File: config.mk
export PLATFORM = sky130hd
export DESIGN_NAME = mac_txfc
export DESIGN_NICKNAME = d
export VERILOG_FILES = /design/src/mac_txfc_pkg.sv /design/src/mac_txfc.sv
export VERILOG_INCLUDE_DIRS = /design/src
export SDC_FILE = /design/constraint.sdc
export NUM_CORES = 1
export LEC_CHECK = 0
export BUFFER_PORTS_ARGS = -buffer_cell sky130_fd_sc_hd__buf_2
export CAP_MARGIN = 20
export CORE_MARGIN = 4
export CORE_UTILIZATION = 39
export DETAILED_ROUTE_END_ITERATION = 10
export GPL_ROUTABILITY_DRIVEN = 1
export GPL_TIMING_DRIVEN = 1
export HOLD_SLACK_MARGIN = 0.15
export PLACE_DENSITY = 0.73
export SYNTH_ARGS = -nofsm -noshare
export SYNTH_HDL_FRONTEND = slang
export SYNTH_SLANG_ARGS = --single-unit
File: constraint.sdc
create_clock -name hclk -period 5.2 [get_ports hclk]
set_input_delay 0.78 -clock hclk [delete_from_list [all_inputs] [get_ports hclk]]
set_output_delay 0.78 -clock hclk [all_outputs]
set_load 0.01 [all_outputs]
File: src/mac_txfc_defs.svh
/*
 * Constants for the transmit start/stop and receive flow-control block:
 * register offsets, field positions, reset value, write mask and size constants.
 * Assumes inclusion by bare name from the design module and the test bench.
 */
// Function
// RULE1: writing the run command one starts transmission and checks current descriptor
// RULE2: fetch starts from list base, or from position saved at previous stop
// RULE3: descriptor not owned by DMA suspends and sets buffer-unavailable status bit 2
// RULE4: start command acts only while transmission is stopped
// RULE5: software must program list base before the first start command
// RULE6: clearing run command finishes the frame in flight, then stops
// RULE7: on stop, next descriptor position is saved and reused at restart
// RULE8: stop command acts only while running or suspended
// RULE9: release level field bits 12:11 selects full minus 1 to 4 KB
// RULE10: release acts only when flow control is already asserted
// RULE11: trigger level field bits 10:9 selects full minus 1 to 4 KB
// RULE12: thresholds apply only with FIFO of 4 KB or more and enable set
// RULE13: enable bit 8 turns fill-level flow control on; clear means none
// RULE14: assert above trigger level, hold until below release level; the code asserts at or above the trigger level
`ifndef MAC_TXFC_DEFS_SVH
`define MAC_TXFC_DEFS_SVH

`define OFF_OP_MODE      8'h18
`define OFF_STATUS       8'h14
`define OFF_TX_BASE      8'h10
`define OFF_IRQ_MASK     8'h1c
`define OFF_TX_CURR      8'h20

`define BIT_RUN_CMD      13
`define BIT_REL_HI       12
`define BIT_REL_LO       11
`define BIT_TRIG_HI      10
`define BIT_TRIG_LO      9
`define BIT_FC_EN        8
`define BIT_TBU          2
`define BIT_TX_STOPPED   1
`define BIT_FC_ON        0

`define OP_MODE_RST      32'h0000_0000
`define OP_MODE_MASK     32'h0000_3f00
`define KB_BYTES         16'h0400
`define MIN_FC_FIFO      16'h1000

`endif

File: src/mac_txfc_pkg.sv
/*
 * Types for the transmit start/stop and flow-control block.
 * Assumes nothing beyond the defs header.
 */
package mac_txfc_pkg;
    typedef enum logic [1:0] {
        TX_STOPPED,
        TX_RUNNING,
        TX_SUSPENDED
    } tx_state_t;

    typedef struct packed {
        logic [31:0] addr;
        logic        owned;
        logic        valid;
    } desc_in_t;

    typedef struct packed {
        logic [31:0] addr;
        logic        fetch;
    } desc_req_t;
endpackage

File: src/mac_txfc.sv
/*
 * Transmit start/stop command and fill-level receive flow control,
 * with an AHB-Lite register slave and a level interrupt.
 * Assumes single 32-bit word transfers, a descriptor fetcher that answers
 * one request with one valid pulse, and a frame engine reporting frame end.
 */
`timescale 1ns/1ps
`default_nettype none
`include "mac_txfc_defs.svh"

module mac_txfc #(
    parameter int         FIFO_BYTES = 4096,
    parameter logic [31:0] DESC_STEP = 32'h0000_0010
) (
    // clock and reset
    input  wire logic                      hclk,
    input  wire logic                      hresetn,
    // ahb-lite slave
    input  wire logic                      hsel,
    input  wire logic [31:0]               haddr,
    input  wire logic [1:0]                htrans,
    input  wire logic                      hwrite,
    input  wire logic [2:0]                hsize,
    input  wire logic [31:0]               hwdata,
    input  wire logic                      hready,
    output logic      [31:0]               hrdata,
    output logic                           hreadyout,
    output logic                           hresp,
    // descriptor fetch
    output mac_txfc_pkg::desc_req_t        desc_req,
    input  wire mac_txfc_pkg::desc_in_t    desc_in,
    // frame engine
    output logic                           tx_frame_go,
    input  wire logic                      tx_frame_done,
    // receive fifo and flow control
    input  wire logic [15:0]               rx_fill,
    output logic                           flow_ctl_on,
    // interrupt
    output logic                           irq
);
    localparam logic [15:0] FIFO_SIZE = 16'(FIFO_BYTES);

    mac_txfc_pkg::tx_state_t state_reg;
    logic [31:0] op_mode_reg;
    logic [31:0] tx_base_reg;
    logic [31:0] tx_curr_reg;
    logic [2:0]  status_reg;
    logic [2:0]  mask_reg;
    logic        in_frame_reg;
    logic        fetch_pend_reg;
    logic        base_loaded_reg;
    logic        wr_pend_reg;
    logic        rd_pend_reg;
    logic [7:0]  addr_reg;

    // full minus (code+1) KB, shared by both thresholds
    function automatic logic [15:0] level_of(input logic [1:0] code);
        level_of = FIFO_SIZE - `KB_BYTES * {14'h0000, code} - `KB_BYTES;
    endfunction

    wire logic        addr_ok  = hsel && hready && htrans[1];
    wire logic        wr_op    = wr_pend_reg && addr_reg == `OFF_OP_MODE;
    wire logic        run_new  = hwdata[`BIT_RUN_CMD];
    wire logic        run_old  = op_mode_reg[`BIT_RUN_CMD];
    wire logic        start_ev = wr_op && run_new && !run_old;
    wire logic        stop_ev  = wr_op && !run_new && run_old;
    wire logic        tbu_ev   = desc_in.valid && !desc_in.owned;
    wire logic        rd_stat  = rd_pend_reg && addr_reg == `OFF_STATUS;
    wire logic [15:0] trig_lvl = level_of(op_mode_reg[`BIT_TRIG_HI:`BIT_TRIG_LO]);
    wire logic [15:0] rel_lvl  = level_of(op_mode_reg[`BIT_REL_HI:`BIT_REL_LO]);
    wire logic        fc_allow = op_mode_reg[`BIT_FC_EN] && FIFO_SIZE >= `MIN_FC_FIFO;
    // running stops once idle; suspended stops at once, also when run was
    // cleared while the failing fetch was still outstanding
    wire logic        run_idle  = !run_old && !in_frame_reg && !fetch_pend_reg;
    wire logic        stop_done = (state_reg == mac_txfc_pkg::TX_RUNNING && run_idle)
        || (state_reg == mac_txfc_pkg::TX_SUSPENDED && (stop_ev || !run_old));
    // a read clears only what it returned, so later events survive
    wire logic [2:0]  clr_mask  = rd_stat ? hrdata[2:0] : 3'h0;

    // bus address phase capture; zero wait states
    always_ff @(posedge hclk or negedge hresetn) begin
        if (!hresetn) begin
            wr_pend_reg <= 1'b0;
            rd_pend_reg <= 1'b0;
            addr_reg    <= 8'h00;
        end else begin
            wr_pend_reg <= addr_ok && hwrite;
            rd_pend_reg <= addr_ok && !hwrite;
            if (addr_ok) begin
                addr_reg <= haddr[7:0];
            end
        end
    end

    assign hreadyout = 1'b1;
    assign hresp     = 1'b0;

    // read data registered at address phase so hrdata is a flop
    always_ff @(posedge hclk or negedge hresetn) begin
        if (!hresetn) begin
            hrdata <= 32'h0000_0000;
        end else if (addr_ok && !hwrite) begin
            unique case (haddr[7:0])
                `OFF_OP_MODE:  hrdata <= op_mode_reg;
                `OFF_TX_BASE:  hrdata <= tx_base_reg;
                `OFF_STATUS:   hrdata <= {29'h0000_0000, status_reg};
                `OFF_IRQ_MASK: hrdata <= {29'h0000_0000, mask_reg};
                `OFF_TX_CURR:  hrdata <= tx_curr_reg;
                default:       hrdata <= 32'h0000_0000;
            endcase
        end
    end

    // software registers
    always_ff @(posedge hclk or negedge hresetn) begin
        if (!hresetn) begin
            op_mode_reg <= `OP_MODE_RST;
            tx_base_reg <= 32'h0000_0000;
            mask_reg    <= 3'h0;
        end else if (wr_pend_reg) begin
            unique case (addr_reg)
                `OFF_OP_MODE:  op_mode_reg <= hwdata & `OP_MODE_MASK;
                `OFF_TX_BASE:  tx_base_reg <= hwdata;
                `OFF_IRQ_MASK: mask_reg    <= hwdata[2:0];
                default:       op_mode_reg <= op_mode_reg;
            endcase
        end
    end

    // transmit state machine
    always_ff @(posedge hclk or negedge hresetn) begin
        if (!hresetn) begin
            state_reg <= mac_txfc_pkg::TX_STOPPED;
        end else begin
            unique case (state_reg)
                mac_txfc_pkg::TX_STOPPED: begin
                    // RULE1: start enters running
                    // RULE4: start only from stopped
                    if (start_ev) begin
                        state_reg <= mac_txfc_pkg::TX_RUNNING;
                    end
                end
                mac_txfc_pkg::TX_RUNNING: begin
                    // RULE6: stop waits for frame end
                    if (run_idle) begin
                        state_reg <= mac_txfc_pkg::TX_STOPPED;
                    // RULE3: unowned descriptor suspends
                    end else if (tbu_ev) begin
                        state_reg <= mac_txfc_pkg::TX_SUSPENDED;
                    end
                end
                mac_txfc_pkg::TX_SUSPENDED: begin
                    // RULE8: stop honoured when suspended
                    if (stop_done) begin
                        state_reg <= mac_txfc_pkg::TX_STOPPED;
                    end
                end
            endcase
        end
    end

    // descriptor position and fetch requests
    always_ff @(posedge hclk or negedge hresetn) begin
        if (!hresetn) begin
            tx_curr_reg     <= 32'h0000_0000;
            base_loaded_reg <= 1'b0;
            fetch_pend_reg  <= 1'b0;
            in_frame_reg    <= 1'b0;
            desc_req        <= '0;
            tx_frame_go     <= 1'b0;
        end else begin
            desc_req.fetch <= 1'b0;
            tx_frame_go    <= 1'b0;
            // RULE2: first start uses base, later the saved position
            // RULE5: base must already be programmed
            if (start_ev && state_reg == mac_txfc_pkg::TX_STOPPED && !base_loaded_reg) begin
                tx_curr_reg     <= tx_base_reg;
                base_loaded_reg <= 1'b1;
            end
            if (wr_pend_reg && addr_reg == `OFF_TX_BASE) begin
                base_loaded_reg <= 1'b0;
            end
            if (state_reg == mac_txfc_pkg::TX_RUNNING && run_old
                    && !fetch_pend_reg && !in_frame_reg && !tbu_ev) begin
                desc_req.fetch <= 1'b1;
                desc_req.addr  <= tx_curr_reg;
                fetch_pend_reg <= 1'b1;
            end
            if (desc_in.valid) begin
                fetch_pend_reg <= 1'b0;
                if (desc_in.owned) begin
                    in_frame_reg <= 1'b1;
                    tx_frame_go  <= 1'b1;
                end
            end
            // RULE7: next position kept for restart
            if (tx_frame_done && in_frame_reg) begin
                in_frame_reg <= 1'b0;
                tx_curr_reg  <= tx_curr_reg + DESC_STEP;
            end
        end
    end

    // flow control with hysteresis
    always_ff @(posedge hclk or negedge hresetn) begin
        if (!hresetn) begin
            flow_ctl_on <= 1'b0;
        end else if (!fc_allow) begin
            // RULE13: disabled means no flow control
            // RULE12: needs enable and a large fifo
            flow_ctl_on <= 1'b0;
        end else if (!flow_ctl_on) begin
            // RULE11: trigger level
            // RULE14: assert at or above trigger
            flow_ctl_on <= rx_fill >= trig_lvl;
        end else begin
            // RULE9: release level
            // RULE10: release only once asserted
            flow_ctl_on <= !(rx_fill < rel_lvl);
        end
    end

    // sticky status; set wins over read-clear
    always_ff @(posedge hclk or negedge hresetn) begin
        if (!hresetn) begin
            status_reg <= 3'h0;
            irq        <= 1'b0;
        end else begin
            // RULE3: buffer unavailable flag
            status_reg[`BIT_TBU] <= tbu_ev
                || (status_reg[`BIT_TBU] && !clr_mask[`BIT_TBU]);
            // RULE6: stopped event
            status_reg[`BIT_TX_STOPPED] <= stop_done
                || (status_reg[`BIT_TX_STOPPED] && !clr_mask[`BIT_TX_STOPPED]);
            status_reg[`BIT_FC_ON] <= (fc_allow && !flow_ctl_on && rx_fill >= trig_lvl)
                || (status_reg[`BIT_FC_ON] && !clr_mask[`BIT_FC_ON]);
            irq <= |(status_reg & mask_reg);
        end
    end

    // RULE4: suspended does not go back to running
    a_start_only_stopped: assert property (@(posedge hclk) disable iff (!hresetn) // RULE4
        state_reg == mac_txfc_pkg::TX_SUSPENDED && !stop_ev |=> state_reg != mac_txfc_pkg::TX_RUNNING)
        else $error("suspended left without stop");
    // RULE1: running after start
    a_start_runs: assert property (@(posedge hclk) disable iff (!hresetn) // RULE1
        state_reg == mac_txfc_pkg::TX_STOPPED && start_ev |=> state_reg == mac_txfc_pkg::TX_RUNNING)
        else $error("start did not run");
    // RULE3: suspend sets flag
    a_tbu_flag: assert property (@(posedge hclk) disable iff (!hresetn) // RULE3
        tbu_ev |=> status_reg[`BIT_TBU])
        else $error("buffer unavailable not flagged");
    // RULE6: no stop mid-frame
    a_frame_finishes: assert property (@(posedge hclk) disable iff (!hresetn) // RULE6
        in_frame_reg && !tx_frame_done |=> state_reg != mac_txfc_pkg::TX_STOPPED)
        else $error("stopped mid-frame");
    // RULE7: position advances per frame
    a_pos_advance: assert property (@(posedge hclk) disable iff (!hresetn) // RULE7
        tx_frame_done && in_frame_reg |=> tx_curr_reg == $past(tx_curr_reg) + DESC_STEP)
        else $error("position not advanced");
    // RULE13: off when disabled
    a_fc_disabled: assert property (@(posedge hclk) disable iff (!hresetn) // RULE13
        !op_mode_reg[`BIT_FC_EN] |=> !flow_ctl_on)
        else $error("flow control while disabled");
    // RULE14: turn-on at trigger level
    a_fc_trigger: assert property (@(posedge hclk) disable iff (!hresetn) // RULE14
        !flow_ctl_on && fc_allow && rx_fill >= trig_lvl |=> flow_ctl_on)
        else $error("flow control not asserted");
    // RULE10: release never sets
    a_fc_hold: assert property (@(posedge hclk) disable iff (!hresetn) // RULE10
        !flow_ctl_on && rx_fill < trig_lvl |=> !flow_ctl_on)
        else $error("flow control rose below trigger");
    // RULE9: release below release level
    a_fc_release: assert property (@(posedge hclk) disable iff (!hresetn) // RULE9
        flow_ctl_on && fc_allow && rx_fill < rel_lvl |=> !flow_ctl_on)
        else $error("flow control not released");
    // RULE6: stop lands in stopped
    a_stop_state: assert property (@(posedge hclk) disable iff (!hresetn) // RULE6
        stop_done |=> state_reg == mac_txfc_pkg::TX_STOPPED)
        else $error("stop did not complete");
    // RULE8: honoured stop is reported
    a_stop_flag: assert property (@(posedge hclk) disable iff (!hresetn) // RULE8
        stop_done |=> status_reg[`BIT_TX_STOPPED])
        else $error("stopped event not flagged");
    // RULE8: stop while stopped ignored
    a_stopped_holds: assert property (@(posedge hclk) disable iff (!hresetn) // RULE8
        state_reg == mac_txfc_pkg::TX_STOPPED && !start_ev
        |=> state_reg == mac_txfc_pkg::TX_STOPPED)
        else $error("left stopped without start");
    // RULE6: running until frame ends
    a_run_until_idle: assert property (@(posedge hclk) disable iff (!hresetn) // RULE6
        state_reg == mac_txfc_pkg::TX_RUNNING && !run_idle && !tbu_ev
        |=> state_reg == mac_txfc_pkg::TX_RUNNING)
        else $error("running left while busy");
    // RULE3: suspended until stopped
    a_susp_holds: assert property (@(posedge hclk) disable iff (!hresetn) // RULE3
        state_reg == mac_txfc_pkg::TX_SUSPENDED && run_old && !stop_ev
        |=> state_reg == mac_txfc_pkg::TX_SUSPENDED)
        else $error("suspended state left early");
    // RULE3: unowned descriptor suspends
    a_tbu_suspend: assert property (@(posedge hclk) disable iff (!hresetn) // RULE3
        state_reg == mac_txfc_pkg::TX_RUNNING && tbu_ev
        |=> state_reg == mac_txfc_pkg::TX_SUSPENDED)
        else $error("unowned descriptor did not suspend");
    // RULE2: first start loads list base
    a_base_load: assert property (@(posedge hclk) disable iff (!hresetn) // RULE2
        state_reg == mac_txfc_pkg::TX_STOPPED && start_ev && !base_loaded_reg
        |=> tx_curr_reg == $past(tx_base_reg))
        else $error("list base not loaded");
    // RULE7: restart keeps saved position
    a_saved_pos: assert property (@(posedge hclk) disable iff (!hresetn) // RULE7
        state_reg == mac_txfc_pkg::TX_STOPPED && start_ev && base_loaded_reg
        |=> $stable(tx_curr_reg))
        else $error("saved position lost");
    // RULE7: position moves only on start or frame end
    a_pos_hold: assert property (@(posedge hclk) disable iff (!hresetn) // RULE7
        !start_ev && !(tx_frame_done && in_frame_reg) |=> $stable(tx_curr_reg))
        else $error("position moved unexpectedly");
    // RULE1: fetch at current position
    a_fetch_addr: assert property (@(posedge hclk) disable iff (!hresetn) // RULE1
        desc_req.fetch |-> desc_req.addr == tx_curr_reg)
        else $error("fetch not at current position");
    // RULE1: fetches only while running
    a_fetch_running: assert property (@(posedge hclk) disable iff (!hresetn) // RULE1
        state_reg != mac_txfc_pkg::TX_RUNNING |=> !desc_req.fetch)
        else $error("fetch outside running");
    // RULE1: owned descriptor starts a frame
    a_go_owned: assert property (@(posedge hclk) disable iff (!hresetn) // RULE1
        desc_in.valid && desc_in.owned |=> tx_frame_go)
        else $error("owned frame not started");
    // RULE12: none unless enabled and deep enough
    a_fc_allow: assert property (@(posedge hclk) disable iff (!hresetn) // RULE12
        !fc_allow |=> !flow_ctl_on)
        else $error("flow control while not allowed");
    // RULE11: rises only at trigger level
    a_fc_rise_cause: assert property (@(posedge hclk) disable iff (!hresetn) // RULE11
        $rose(flow_ctl_on) |-> $past(fc_allow && rx_fill >= trig_lvl))
        else $error("flow control rose without cause");
    // RULE14: falls only below release level or when not allowed
    a_fc_fall_cause: assert property (@(posedge hclk) disable iff (!hresetn) // RULE14
        $fell(flow_ctl_on) |-> $past(!fc_allow || rx_fill < rel_lvl))
        else $error("flow control fell without cause");
    // RULE11: activation is reported
    a_fc_event: assert property (@(posedge hclk) disable iff (!hresetn) // RULE11
        !flow_ctl_on && fc_allow && rx_fill >= trig_lvl |=> status_reg[`BIT_FC_ON])
        else $error("flow activation not flagged");
endmodule
`default_nettype wire

Word level (Yosys, flattened, before mapping)
Index checks and enable logic that the tools add are counted.
{"block": "op_classes", "add_sub_neg": 5, "bitwise_logic": 1, "mux": 21, "n_reduce_logical": 58, "order_cmp": 2, "n_eq_ne": 14}
{"cell": "32-bit one-hot mux with 5 select lines", "n": 1}
{"cell": "8-bit by 5-bit equality test with 1-bit output, second input constant", "n": 8}
{"cell": "32-bit two-way mux", "n": 2}
{"cell": "32-bit by 5-bit adder with 32-bit output, second input constant", "n": 1}
{"cell": "14-bit by 12-bit subtractor with 15-bit output, second input constant", "n": 2}
{"cell": "1-bit logical AND", "n": 28}
{"cell": "13-bit by 12-bit subtractor with 14-bit output, first input constant", "n": 2}
{"cell": "16-bit greater-or-equal comparator", "n": 1}
{"cell": "16-bit less-than comparator", "n": 1}
{"cell": "1-bit logical NOT", "n": 13}
{"cell": "1-bit two-way mux", "n": 12}
{"cell": "2-bit nonzero test", "n": 5}
{"cell": "8-bit by 6-bit equality test with 1-bit output, second input constant", "n": 1}
{"cell": "2-bit two-way mux", "n": 4}
{"cell": "2-bit AND reduction", "n": 4}
{"cell": "2-bit one-hot mux with 3 select lines", "n": 1}
{"cell": "1-bit logical OR", "n": 5}
{"cell": "2-bit inequality test, second input constant", "n": 2}
{"cell": "3-bit AND", "n": 1}
{"cell": "3-bit two-way mux", "n": 1}
{"cell": "3-bit inequality test, second input constant", "n": 1}
{"cell": "3-bit AND reduction", "n": 1}
{"cell": "3-bit OR reduction", "n": 1}
{"cell": "2-bit by 1-bit equality test with 1-bit output, second input constant", "n": 1}
{"cell": "other kinds (2)", "n": 2}
{"block": "totals", "wordCells": 119, "register_bits": 159, "output_inout_bits": 70, "input_bits": 125}

Longest topological paths before layout
Gate-level depths: netlist of run 1.
{"block": "logic_depth", "ltp_word": 9, "ltp_mapped": 9, "mapped_depth_nobuf": 9}

Least setup slack after synthesis of run 1
No wires, ideal clock.
{"block": "synth_timing", "path_kind": "input port to flip-flop", "startpoint": "input port haddr[1]", "endpoint": "register hrdata[15]", "n_path_buf": 2, "path_stages": 7, "setup_slack_ps": 2842, "setup_ps": 83, "arrival_time_ps": 2275, "cell_sequence": "or4_4 nand2b_1 buf_2 nor3b_4 buf_4 a22oi_1 o21ai_0"}
{"block": "synth_via", "elab_chain_cells": 2, "word_cells_on_any_way": 6, "classes_between": "5 x eq/ne; 1 x mux"}
{"element": "from (decl)", "line_no": "mac_txfc.sv:20", "rtl": "input wire logic [31:0] haddr,"}
{"element": "8-bit by 6-bit equality test with 1-bit output / 8-bit by 5-bit equality test with 1-bit output (equally long branches)", "line_no": "mac_txfc.sv:103", "rtl": "unique case (haddr[7:0])"}
{"element": "32-bit one-hot mux with 5 select lines *", "line_no": "mac_txfc.sv:103"}
{"element": "to (signal assigned)", "line_no": "mac_txfc.sv:104", "rtl": "`OFF_OP_MODE: hrdata <= op_mode_reg;"}
{"element": "to (signal assigned)", "line_no": "mac_txfc.sv:105", "rtl": "`OFF_TX_BASE: hrdata <= tx_base_reg;"}
{"element": "to (signal assigned)", "line_no": "mac_txfc.sv:106", "rtl": "`OFF_STATUS: hrdata <= {29'h0000_0000, status_reg};"}
{"element": "to (decl)", "line_no": "mac_txfc.sv:26", "rtl": "output logic [31:0] hrdata,"}
Mark *: on every way between the ends. The rest lies on a longest branch, timed or not.
A chain may end at the register's enable or synchronous reset.

Worst setup path after layout of run 1
{"block": "layout_timing", "startpoint": "register addr_reg[1]", "endpoint": "register tx_curr_reg[31]"}
{"block": "layout_via", "elab_chain_cells": 7}
{"element": "from (decl)", "line_no": "mac_txfc.sv:54", "rtl": "logic [7:0] addr_reg;"}
{"element": "from (signal assigned)", "line_no": "mac_txfc.sv:90", "rtl": "addr_reg <= haddr[7:0];"}
{"element": "8-bit by 5-bit equality test with 1-bit output"}
{"element": "1-bit logical AND (no source line)"}
{"element": "1-bit logical AND (2 in series)", "line_no": "mac_txfc.sv:65", "rtl": "wire logic start_ev = wr_op && run_new && !run_old;"}
{"element": "1-bit logical AND (2 in series)", "line_no": "mac_txfc.sv:176", "rtl": "if (start_ev && state_reg == mac_txfc_pkg::TX_STOPPED && !base_loaded_reg) begin"}
{"element": "2-bit nonzero test (no source line)"}
{"element": "to (signal assigned)", "line_no": "mac_txfc.sv:177", "rtl": "tx_curr_reg <= tx_base_reg;"}
{"element": "to (signal assigned)", "line_no": "mac_txfc.sv:199", "rtl": "tx_curr_reg <= tx_curr_reg + DESC_STEP;"}
{"element": "to (decl)", "line_no": "mac_txfc.sv:46", "rtl": "logic [31:0] tx_curr_reg;"}
No other way between the ends.

==> metrics.md, run 1 <==
| Metric | Value |
|---|---|
| Largest net degree at the start of global routing | 70 |
| CTS tree | done |
| Outcome | finished clean |
| Worst-Skew Late Latency | between 400 and 500 ps |
| Post-route ant nets | 0 |
| Design Area, Final | around 0.009 mm^2 |
| Core area | 0.0187 mm^2 |
| Synth Register Bits | between 150 and 200 |
| Most frequent cells in the layout | 159 x dfrtp_1, 132 x buf_2, 76 x mux2_2 |
| Max Transition Viols Final | 0 |
| Clock buffer depth | 2 |
| DP HPWL | 13700 um |
| Gr ovfl total | 0 |
| Setup CP Type | reg2reg |
| Post-Route Utilization | 0.478 |
| Drt pass-1 iters | 4 |
| Die height | ~150 um |
| Post-CTS Resized | 0 |
| Die area | ~0.021 mm^2 |
| Area Growth Syn to Fin | 20.3% |
| Top-Level Pins | approximately 200 |
| R2r worst-path depth | 6 |
| CP arrival | roughly 3000 ps |
| Input/output buffers | 132 |
| Vias in the first global route | around 6000 |
| Clock sink total | 159 |
| Worst-case headroom to the max-slew limit | 0.458 |
| Hold WC Path Type | in2async |
| Fin crit share | 0.522 |
| Cell Pwr Density | around 350 mW/mm^2 |
| Total track usage | 0.186 |
| Final Net Count | roughly 950 |
| Initial antenna violation count | 0 |
| Via density | 5.58 |
| GPL Wtd Cong | slightly below 0.9 |
| Final Hold Violating Endpoints | 0 |
| Tmin final | about 2700 ps |
| Reg-to-reg endpoint | tx_curr_reg[31] |
| Synth warn | 0 |
| N_diodes | 0 |
| Hold Buf Count CTS | 0 |
| Pleak | between 0.004 and 0.005 uW |
| Post-synth EDFFs | 0 |
| R2R setup slack | around 2500 ps |
| CP endpoint kind | flop |
| Setup crit start kind | flop |
| DRT Wirelength | 19600 um |
| Syn avg cell area | 11.0 um^2 |
| Worst R2R Start | addr_reg[1] |
| Synth Cell Area | approximately 0.0074 mm^2 |
| Max VDD drop | approximately 0.26 mV |
| Final TNS setup | 0 ps |
| Initial DRC Count | approximately 500 |
| Htree depth | 4 |
| Worst-Margin Slew | 813 ps |
| Root Driver | clkbuf_16 |
| CP Launch Point | addr_reg[1] |
| Via count | just under 6000 |
| Post-CTS Setup Bufs | 0 |
| Clock Skews | ~7.3 ps |
| Share of layout cells above drive strength 1 | 0.323 |
| Critical Path End | tx_curr_reg[31] |
| Fmax | between 300 and 400 MHz |
| Mapped Cells | approximately 680 |
| MaxCap Viol Count | 0 |
| Final setup viols | 0 |
| Placed cell area | 0.00831 mm^2 |
| WL per Instance | roughly 19 um |
| Post-synth ARST share | 1.00 |
| Clk pin slew, worst setup/hold paths | 60 ps |
| Die W | roughly 150 um |
| Max Fanout on Critical Path | 26 |
| Fillcell total | between 1500 and 2000 |
| Seq/Total Area, Yosys | 0.535 |
| Most used flip-flop cell after synthesis | dfrtp_1 |
| Unique masters post-synth | 62 |
| Required @ worst endpoint | 5510 ps |
| Max reg flops | 33 |
| Inserted Clock Buffers | 17 |
| Starting density of the core | 0.398 |
| Most common cell after layout, fill and taps aside | dfrtp_1 |
| Global-route wire length before repair | about 32000 um |
| DRC Markers | 0 |
| Reg with most FFs | desc_req |
| # rows | 50 |
| Unrepaired setup endpoints after global routing | no |
## metrics by stage
step / setup WS (ps) / std cells / hold WS (ps) / power (uW)
floorplan: 2840 / 680 / 456 / 1720
global placement: 2120 / 1018 / 459 / 1880
detailed placement: 2060 / 1018 / 466 / 1900
CTS: 2460 / 1049 / 371 / 3200
global route: 2370 / 1051 / 388 / 3310
finish: 2480 / 1051 / 354 / 3170
## final cells by class
cell class / instances / area, um^2 / share of cell area
repair buffers: 142 / 747 / 0.0835
multi-input cells: 466 / 3240 / 0.362
inverters: 19 / 71.3 / 0.00797
clock buffers: 23 / 488 / 0.0545
clock inverters: 8 / 129 / 0.0144
well taps: 234 / 293 / 0.0327
flip-flops and latches: 159 / 3980 / 0.445
## where the power goes
| part | total [uW] | internal (uW) | switching, uW |
|---|---|---|---|
| clock | 1290 | 805 | 486 |
| sequential | 1440 | 1330 | 104 |
| combinational | 444 | 196 | 248 |
## worst min-delay path by stage
| stage | startpoint | to | slack [ps] |
|---|---|---|---|
| finish | hresetn | hrdata[29] | 350 |
| global route | hresetn | hrdata[29] | 390 |
| CTS | hresetn | hrdata[29] | 370 |
| detailed placement | hrdata[8] | hrdata[8] | 470 |
| global placement | hrdata[4] | hrdata[4] | 460 |
| floorplan | tx_curr_reg[3] | tx_curr_reg[3] | 460 |
## kinds of logic after synthesis
| logic type | after synthesis | share of synthesized area |
|---|---|---|
| and+or+nand+nor | 207 | 0.140 |
| DFF | 159 | 0.535 |
| AOI/OAI and AO/OA | 151 | 0.135 |
| muxes | 83 | 0.124 |
| buffers and inverters | 55 | 0.0325 |
| adders and majority gates | 15 | 0.0252 |
| xor gates and xnor gates | 6 | 0.00706 |
| other | 2 | 0.00101 |
## cells in the mapped netlist (all sizes together), types with 2 or more instances
cell | n | share of area
o221a | 3 | 0.0045
a21oi | 23 | 0.015
buf | 16 | 0.013
ha | 15 | 0.025
nand4 | 7 | 0.0067
a22oi | 32 | 0.032
and4 | 4 | 0.0047
xnor2 | 4 | 0.0047
a311oi | 4 | 0.0047
xor2 | 2 | 0.0024
a211oi | 5 | 0.0077
nor3 | 16 | 0.011
o22ai | 5 | 0.0042
and2 | 3 | 0.0025
nand2 | 73 | 0.037
nand2b | 5 | 0.0042
o22a | 3 | 0.0035
and3 | 6 | 0.0050
nand3 | 22 | 0.015
nor2 | 43 | 0.022
nor2b | 5 | 0.0042
or4 | 4 | 0.0045
mux2 | 76 | 0.12
o21ai | 49 | 0.033
dfrtp | 159 | 0.53
clkbuf | 20 | 0.010
o21a | 3 | 0.0030
conb | 2 | 0.0010
nor4b | 3 | 0.0035
o211ai | 3 | 0.0030
nor4 | 9 | 0.010
inv | 19 | 0.0096
a21o | 3 | 0.0030
o31ai | 3 | 0.0030
a31oi | 4 | 0.0034
mux2i | 7 | 0.0094
or3 | 2 | 0.0017
o32ai | 2 | 0.0024
## metal layers
metal	routed length, um	global-route usage	part of all wire	vias to the layer above
li1	-	-	-	2718
met3	1520	0.0611	0.077	35
met1	8920	0.249	0.46	2888
met4	443	0.0677	0.023	0
met2	8720	0.282	0.44	226
met5	0	0	0	-
## critical path: stages (launching register included)
cell and delay, ps:
dfrtp_1 400, or4b_4 590, nor4_4 220, buf_4 260, nand3_2 530, o22ai_1 400
o21ba_2 190
(Power assumes the default switching activity.)
==> inputs of run 2 (changes only) <==
==> constraint.sdc (replaced) <==
create_clock -name hclk -period 2.5 [get_ports hclk]
set_input_delay 0.375 -clock hclk [delete_from_list [all_inputs] [get_ports hclk]]
set_output_delay 0.375 -clock hclk [all_outputs]
set_load 0.01 [all_outputs]
==> run 2 against run 1 <==
- register-to-register slack worse by 2300 ps
- sequential cell count unchanged
- non-clock buffer count up 17
- count of clock-buffer cells in the layout down 2
- hold slack worse by 180 ps
- clock skew about the same
- die area unchanged
- cell area up 1.8%
- via count up 0.80%
- total power up 110%
==> metrics.md, run 2 (synthesized netlist as in run 1, its figures left out) <==
| Metric | Value |
|---|---|
| CP bufs+invs | 1 (unchanged) |
| Fillcell total | 1660 (was 1689) |
| Htree depth | 4 (unchanged) |
| Final Net Count | 962 (was 945) |
| Area Growth Syn to Fin | 22.4% (was 20.3%) |
| Endpoint, Worst Hold | tx_base_reg[26] |
| Pre-CTS WS | 264 ps (was 2060 ps) |
| Clock sink total | 159 (unchanged) |
| Worst-case headroom to the max-slew limit | 0.567 (was 0.458) |
| Unrepaired setup endpoints after global routing | no (unchanged) |
| Final setup viols | 0 (unchanged) |
| Worst-Skew Late Latency | 430 ps (was 420 ps) |
| Tmin final | 2290 ps (was 2720 ps) |
| Gr ovfl total | 0 (unchanged) |
| Die height | 146 um (unchanged) |
| Max Fanout on Critical Path | 13 (was 26) |
| Hold WC Path Type | in2reg (was in2async) |
| Register Area | 0.00398 mm^2 (unchanged) |
| Hold depth | 2 |
| Root Driver | clkbuf_16 (unchanged) |
| Max VDD drop | 0.528 mV (was 0.262 mV) |
| CTS tree | done (unchanged) |
| Clock Skews | 7.09 ps (was 7.29 ps) |
| Area taken by multi-input logic gates | 0.00324 mm^2 (unchanged) |
| CP top delay family | simple AND/OR/NAND/NOR gates (unchanged) |
| Reg with most FFs | desc_req (unchanged) |
| Final TNS setup | 0 ps (unchanged) |
| Via density | 5.53 (was 5.58) |
| Fin crit share | 0.915 (was 0.522) |
| Ordered list of cells on the worst path | or4b_4 -> nor4_4 -> and3_1 -> buf_4 -> a311oi_1 -> nor2_1 (was or4b_4 -> nor4_4 -> buf_4 -> nand3_2 -> o22ai_1 -> o21ba_2) |
| Fmax | 437 MHz (was 368 MHz) |
| Pleak | 0.00422 uW (was 0.00414 uW) |
| Total track usage | 0.185 (was 0.186) |
| Largest net degree at the start of global routing | 63 (was 70) |
| DRC Markers | 0 (unchanged) |
| Most common cell after layout, fill and taps aside | dfrtp_1 (unchanged) |
| Core area | 0.0187 mm^2 (unchanged) |
| Most frequent cells in the layout | 159 x dfrtp_1, 131 x buf_2, 76 x mux2_2 (was 159 x dfrtp_1, 132 x buf_2, 76 x mux2_2) |
| Final Hold Violating Endpoints | 0 (unchanged) |
| Via count | 5914 (was 5867) |
| DRT Wirelength | 19600 um (about the same) |
| Setup WS post-layout | 214 ps (was 2480 ps) |
| GPL Wtd Cong | 0.887 (was 0.870) |
| Outcome | finished clean (unchanged) |
| Cell Pwr Density | 722 mW/mm^2 (was 355 mW/mm^2) |
| Post-CTS Resized | 0 (unchanged) |
| Initial antenna violation count | 1 (was 0) |
| Vias in the first global route | 5829 (was 5955) |
| R2R setup slack | 210 ps (was 2480 ps) |
| CP max stage delay | 590 ps (about the same) |
| Setup crit start kind | flop (unchanged) |
| Post-route ant nets | 0 (unchanged) |
| Global-route wire length before repair | 31700 um (was 31900 um) |
| Inserted Clock Buffers | 17 (unchanged) |
| Hold Path Origin | hwdata[26] |
| Worst R2R Start | addr_reg[1] (unchanged) |
| Max reg flops | 33 (unchanged) |
| Die W | 146 um (unchanged) |
| N_diodes | 0 (unchanged) |
| CP arrival | 2640 ps (was 3030 ps) |
| Max Transition Viols Final | 0 (unchanged) |
| Input/output buffers | 132 (unchanged) |
| Initial DRC Count | 454 (was 503) |
| Post-CTS Setup Bufs | 0 (unchanged) |
| # rows | 50 (unchanged) |
| Hold Buf Count CTS | 2 (was 0) |
| Share of layout cells above drive strength 1 | 0.338 (was 0.323) |
| Slowest-stage cell, CP | or4b_4 (unchanged) |
| Clock buffer depth | 2 (unchanged) |
| Reg-to-reg endpoint | tx_curr_reg[14] (was tx_curr_reg[31]) |
| MaxCap Viol Count | 0 (unchanged) |
| Setup CP Type | reg2reg (unchanged) |
| Required @ worst endpoint | 2860 ps (was 5510 ps) |
| R2r worst-path depth | 6 (unchanged) |
| Clk pin slew, worst setup/hold paths | 60 ps (about the same) |
| WL per Instance | 18.3 um (was 18.6 um) |
| Die area | 0.0213 mm^2 (unchanged) |
| DP HPWL | 14000 um (was 13700 um) |
| Drt pass-1 iters | 5 (was 4) |
| Starting density of the core | 0.398 (unchanged) |
| Worst-Margin Slew | 644 ps (was 813 ps) |
| Top-Level Pins | 195 (unchanged) |
| CP endpoint kind | flop (unchanged) |
-- run 2: routing by layer --
metal  share of wire  track usage  wire (um)
met3           0.078       0.0627       1530
met5         0.00066            0         13
met1            0.46        0.257       9080
met2            0.45        0.279       8740
met4           0.011       0.0466        213
-- run 2: layout make-up --
class                           instances  area share
Clock inverter                         11      0.0143
Tap cell                              234      0.0322
Inverter                               19     0.00783
Multi-Input combinational cell        466       0.356
Timing Repair Buffer                  159       0.100
Clock buffer                           21      0.0528
Sequential cell                       159       0.437
-- run 2: worst reg2reg max path, stage by stage (launching register included) --
cell and delay (ps):
dfrtp_1 400, or4b_4 590, nor4_4 340, and3_1 430, buf_4 270, a311oi_1 70, nor2_1 120
-- run 2: worst max path at each step --
stage | slack (ps) | from | cells after the start | endpoint
2_1_floorplan | 480 | addr_reg[1] | 6 | tx_curr_reg[14]
3_3_place_gp | 270 | addr_reg[1] | 6 | tx_curr_reg[14]
3_5_place_dp | 260 | addr_reg[1] | 6 | tx_curr_reg[14]
4_1_cts | 230 | addr_reg[1] | 6 | tx_curr_reg[14]
5_1_grt | 90 | op_mode_reg[9] | 9 | status_reg[0]
6_report | 210 | addr_reg[1] | 6 | tx_curr_reg[14]
-- run 2: stage by stage --
step	power (uW)	hold WS, ps	cells	instance area (um^2)	utilization
floorplan	3570	79.4	680	7450	-
global route	6860	174	1069	9100	0.487
finish	6570	177	1069	9100	0.487
CTS	6610	166	1069	9100	0.487
global placement	3940	392	1035	8470	0.453
detailed placement	3970	400	1035	8470	0.453
-- run 2: power breakdown --
| part | switching [uW] | total [uW] | internal [uW] |
|---|---|---|---|
| Clock | 1060 | 2640 | 1580 |
| Sequential | 206 | 2980 | 2770 |
| Combinational | 526 | 957 | 430 |
| Total | 1790 | 6570 | 4780 |
==> inputs of run 3 (changes only) <==
==> constraint.sdc (replaced) <==
create_clock -name hclk -period 2.7 [get_ports hclk]
set_input_delay 0.405 -clock hclk [delete_from_list [all_inputs] [get_ports hclk]]
set_output_delay 0.405 -clock hclk [all_outputs]
set_load 0.01 [all_outputs]
==> run 3 against run 2 <==
- final cell count fell by 0.47%
- utilization fell by 0.29 points
- wire length rose by 4.1%
- sequential cell count did not move
- sequential share of layout area rose by 0.27 points
- critical endpoint is now tx_curr_reg[30]
- highest routed layer unchanged
==> metrics.md, run 3 (synthesized netlist as in run 1, its figures left out) <==
| Metric | Value |
|---|---|
| Area Growth Syn to Fin | 21.7% (was 22.4%) |
| Cell Pwr Density | 678 mW/mm^2 (was 722 mW/mm^2) |
| Root Driver | clkbuf_16 (unchanged) |
| Post-CTS Resized | 0 (unchanged) |
| Design Area, Final | 0.00905 mm^2 (was 0.00910 mm^2) |
| CP endpoint kind | flop (unchanged) |
| DP HPWL | 14400 um (was 14000 um) |
| Core area | 0.0187 mm^2 (unchanged) |
| Required @ worst endpoint | 3040 ps (was 2860 ps) |
| WL per Instance | 19.2 um (was 18.3 um) |
| Most frequent cells in the layout | 159 x dfrtp_1, 131 x buf_2, 76 x mux2_2 (unchanged) |
| Worst-Margin Slew | 596 ps (was 644 ps) |
| Fin crit share | 0.864 (was 0.915) |
| Unrepaired setup endpoints after global routing | no (unchanged) |
| Most crowded layer after global routing | met2 (unchanged) |
| N_diodes | 0 (unchanged) |
| Worst-Skew Late Latency | 430 ps (about the same) |
| Max reg flops | 33 (unchanged) |
| MaxCap Viol Count | 0 (unchanged) |
| DRT Wirelength | 20400 um (was 19600 um) |
| Die area | 0.0213 mm^2 (unchanged) |
| Max VDD drop | 0.500 mV (was 0.528 mV) |
| CP arrival | 2670 ps (was 2640 ps) |
| Clock sink total | 159 (unchanged) |
| GPL Wtd Cong | 0.861 (was 0.887) |
| Post-route ant nets | 0 (unchanged) |
| Final Net Count | 957 (was 962) |
| Gr ovfl total | 0 (unchanged) |
| Final setup viols | 0 (unchanged) |
| Global-route wire length before repair | 32700 um (was 31700 um) |
| Most common cell after layout, fill and taps aside | dfrtp_1 (unchanged) |
| CP Launch Point | addr_reg[1] (unchanged) |
| Clock Skews | 10.7 ps (was 7.09 ps) |
| Worst-case headroom to the max-slew limit | 0.599 (was 0.567) |
| Fmax | 429 MHz (was 437 MHz) |
| Via count | 5938 (was 5914) |
| Reg with most FFs | desc_req (unchanged) |
| Hold WC Path Type | in2reg (unchanged) |
| Setup CP Type | reg2reg (unchanged) |
| Initial antenna violation count | 1 (unchanged) |
| Hold Path Origin | hwdata[16] (was hwdata[26]) |
| Largest net degree at the start of global routing | 60 (was 63) |
| Share of layout cells above drive strength 1 | 0.334 (was 0.338) |
| Starting density of the core | 0.398 (unchanged) |
| DRC Markers | 0 (unchanged) |
| Met2 usage in global routing | 0.301 (was 0.279) |
| Total track usage | 0.192 (was 0.185) |
| Outcome | finished clean (unchanged) |
| Die height | 146 um (unchanged) |
| Die W | 146 um (unchanged) |
| Drt pass-1 iters | 5 (unchanged) |
| Placed cell area | 0.00842 mm^2 (was 0.00847 mm^2) |
| PnR Total Power | 6130 uW (was 6570 uW) |
| Clock buffer depth | 2 (unchanged) |
| GR Util met3 | 0.0521 (was 0.0627) |
| Placed cells | 1030 (was 1035) |
| # rows | 50 (unchanged) |
| CTS tree | done (unchanged) |
| Initial DRC Count | 466 (was 454) |
| Inserted Clock Buffers | 17 (unchanged) |
| Met1 usage | 0.260 (was 0.257) |
| Clk pin slew, worst setup/hold paths | 60 ps (about the same) |
| Tmin final | 2330 ps (was 2290 ps) |
| Top-Level Pins | 195 (unchanged) |
| Finished Layout Cells | 1064 (was 1069) |
| Setup crit start kind | flop (unchanged) |
| Final TNS setup | 0 ps (unchanged) |
| Max Transition Viols Final | 0 (unchanged) |
| Input/output buffers | 132 (unchanged) |
| Via density | 5.58 (was 5.53) |
| Worst R2R Start | addr_reg[1] (unchanged) |
| Htree depth | 4 (unchanged) |
| Vias in the first global route | 5986 (was 5829) |
| Final Hold Violating Endpoints | 0 (unchanged) |
| Max Fanout on Critical Path | 18 (was 13) |
| Pleak | 0.00420 uW (was 0.00422 uW) |
run 3: cell types whose count changed in the layout (fill, tap and decap cells not counted), sizes merged:
cell	change
buf	-5
bufinv	+1
clkinv	+5
clkbuf	-3
clkinvlp	-3
run 3: layout make-up:
cell class	instances	area, um^2
clock buffers	18	439
clock inverters	14	166
fillers	1649	9660
inverters	19	71.3
multi-input cells	466	3240
flip-flops and latches	159	3980
well taps	234	293
repair buffers	154	862
run 3: worst paths after layout:
check	end	slack [ps]	depth (start not counted)
max in group asynchronous	hrdata[20]	1430	3
min in group asynchronous	desc_req[32]	510	2
min	tx_base_reg[16]	210	2
max reg2reg	tx_curr_reg[30]	370	6
min reg2reg	hrdata[23]	470	2
max	tx_curr_reg[30]	370	6
run 3: layer usage:
layer  part of all wire  up-vias
met5            0.00059        -
met4              0.018        2
met3              0.076       35
met2               0.46      230
met1               0.45     2929
li1                   -     2742
run 3: what timing repair did:
action,4_1_cts,5_1_grt
hold endpoints to repair,51,0
setup buffers,0,0
hold buffers,2,0
run 3: per-stage QoR:
stage	hold WS, ps	setup WS [ps]	util
finish	211	367	0.484
detailed placement	402	386	0.450
global placement	395	425	0.450
CTS	197	356	0.484
global route	205	217	0.484
floorplan	109	684	-
run 3: power breakdown:
part	total, uW	switching (uW)	internal, uW	leakage, uW
sequential	2760	199	2570	0.00202
clock	2470	997	1480	0.000288
combinational	897	501	396	0.00189
run 3: worst max-delay path, cell delays in order (launching register included):
cell and delay [ps]:
dfrtp_1 400, or4b_4 590, nor4_4 460, and3_1 230, buf_4 250, nor3_1 100
a211oi_2 210
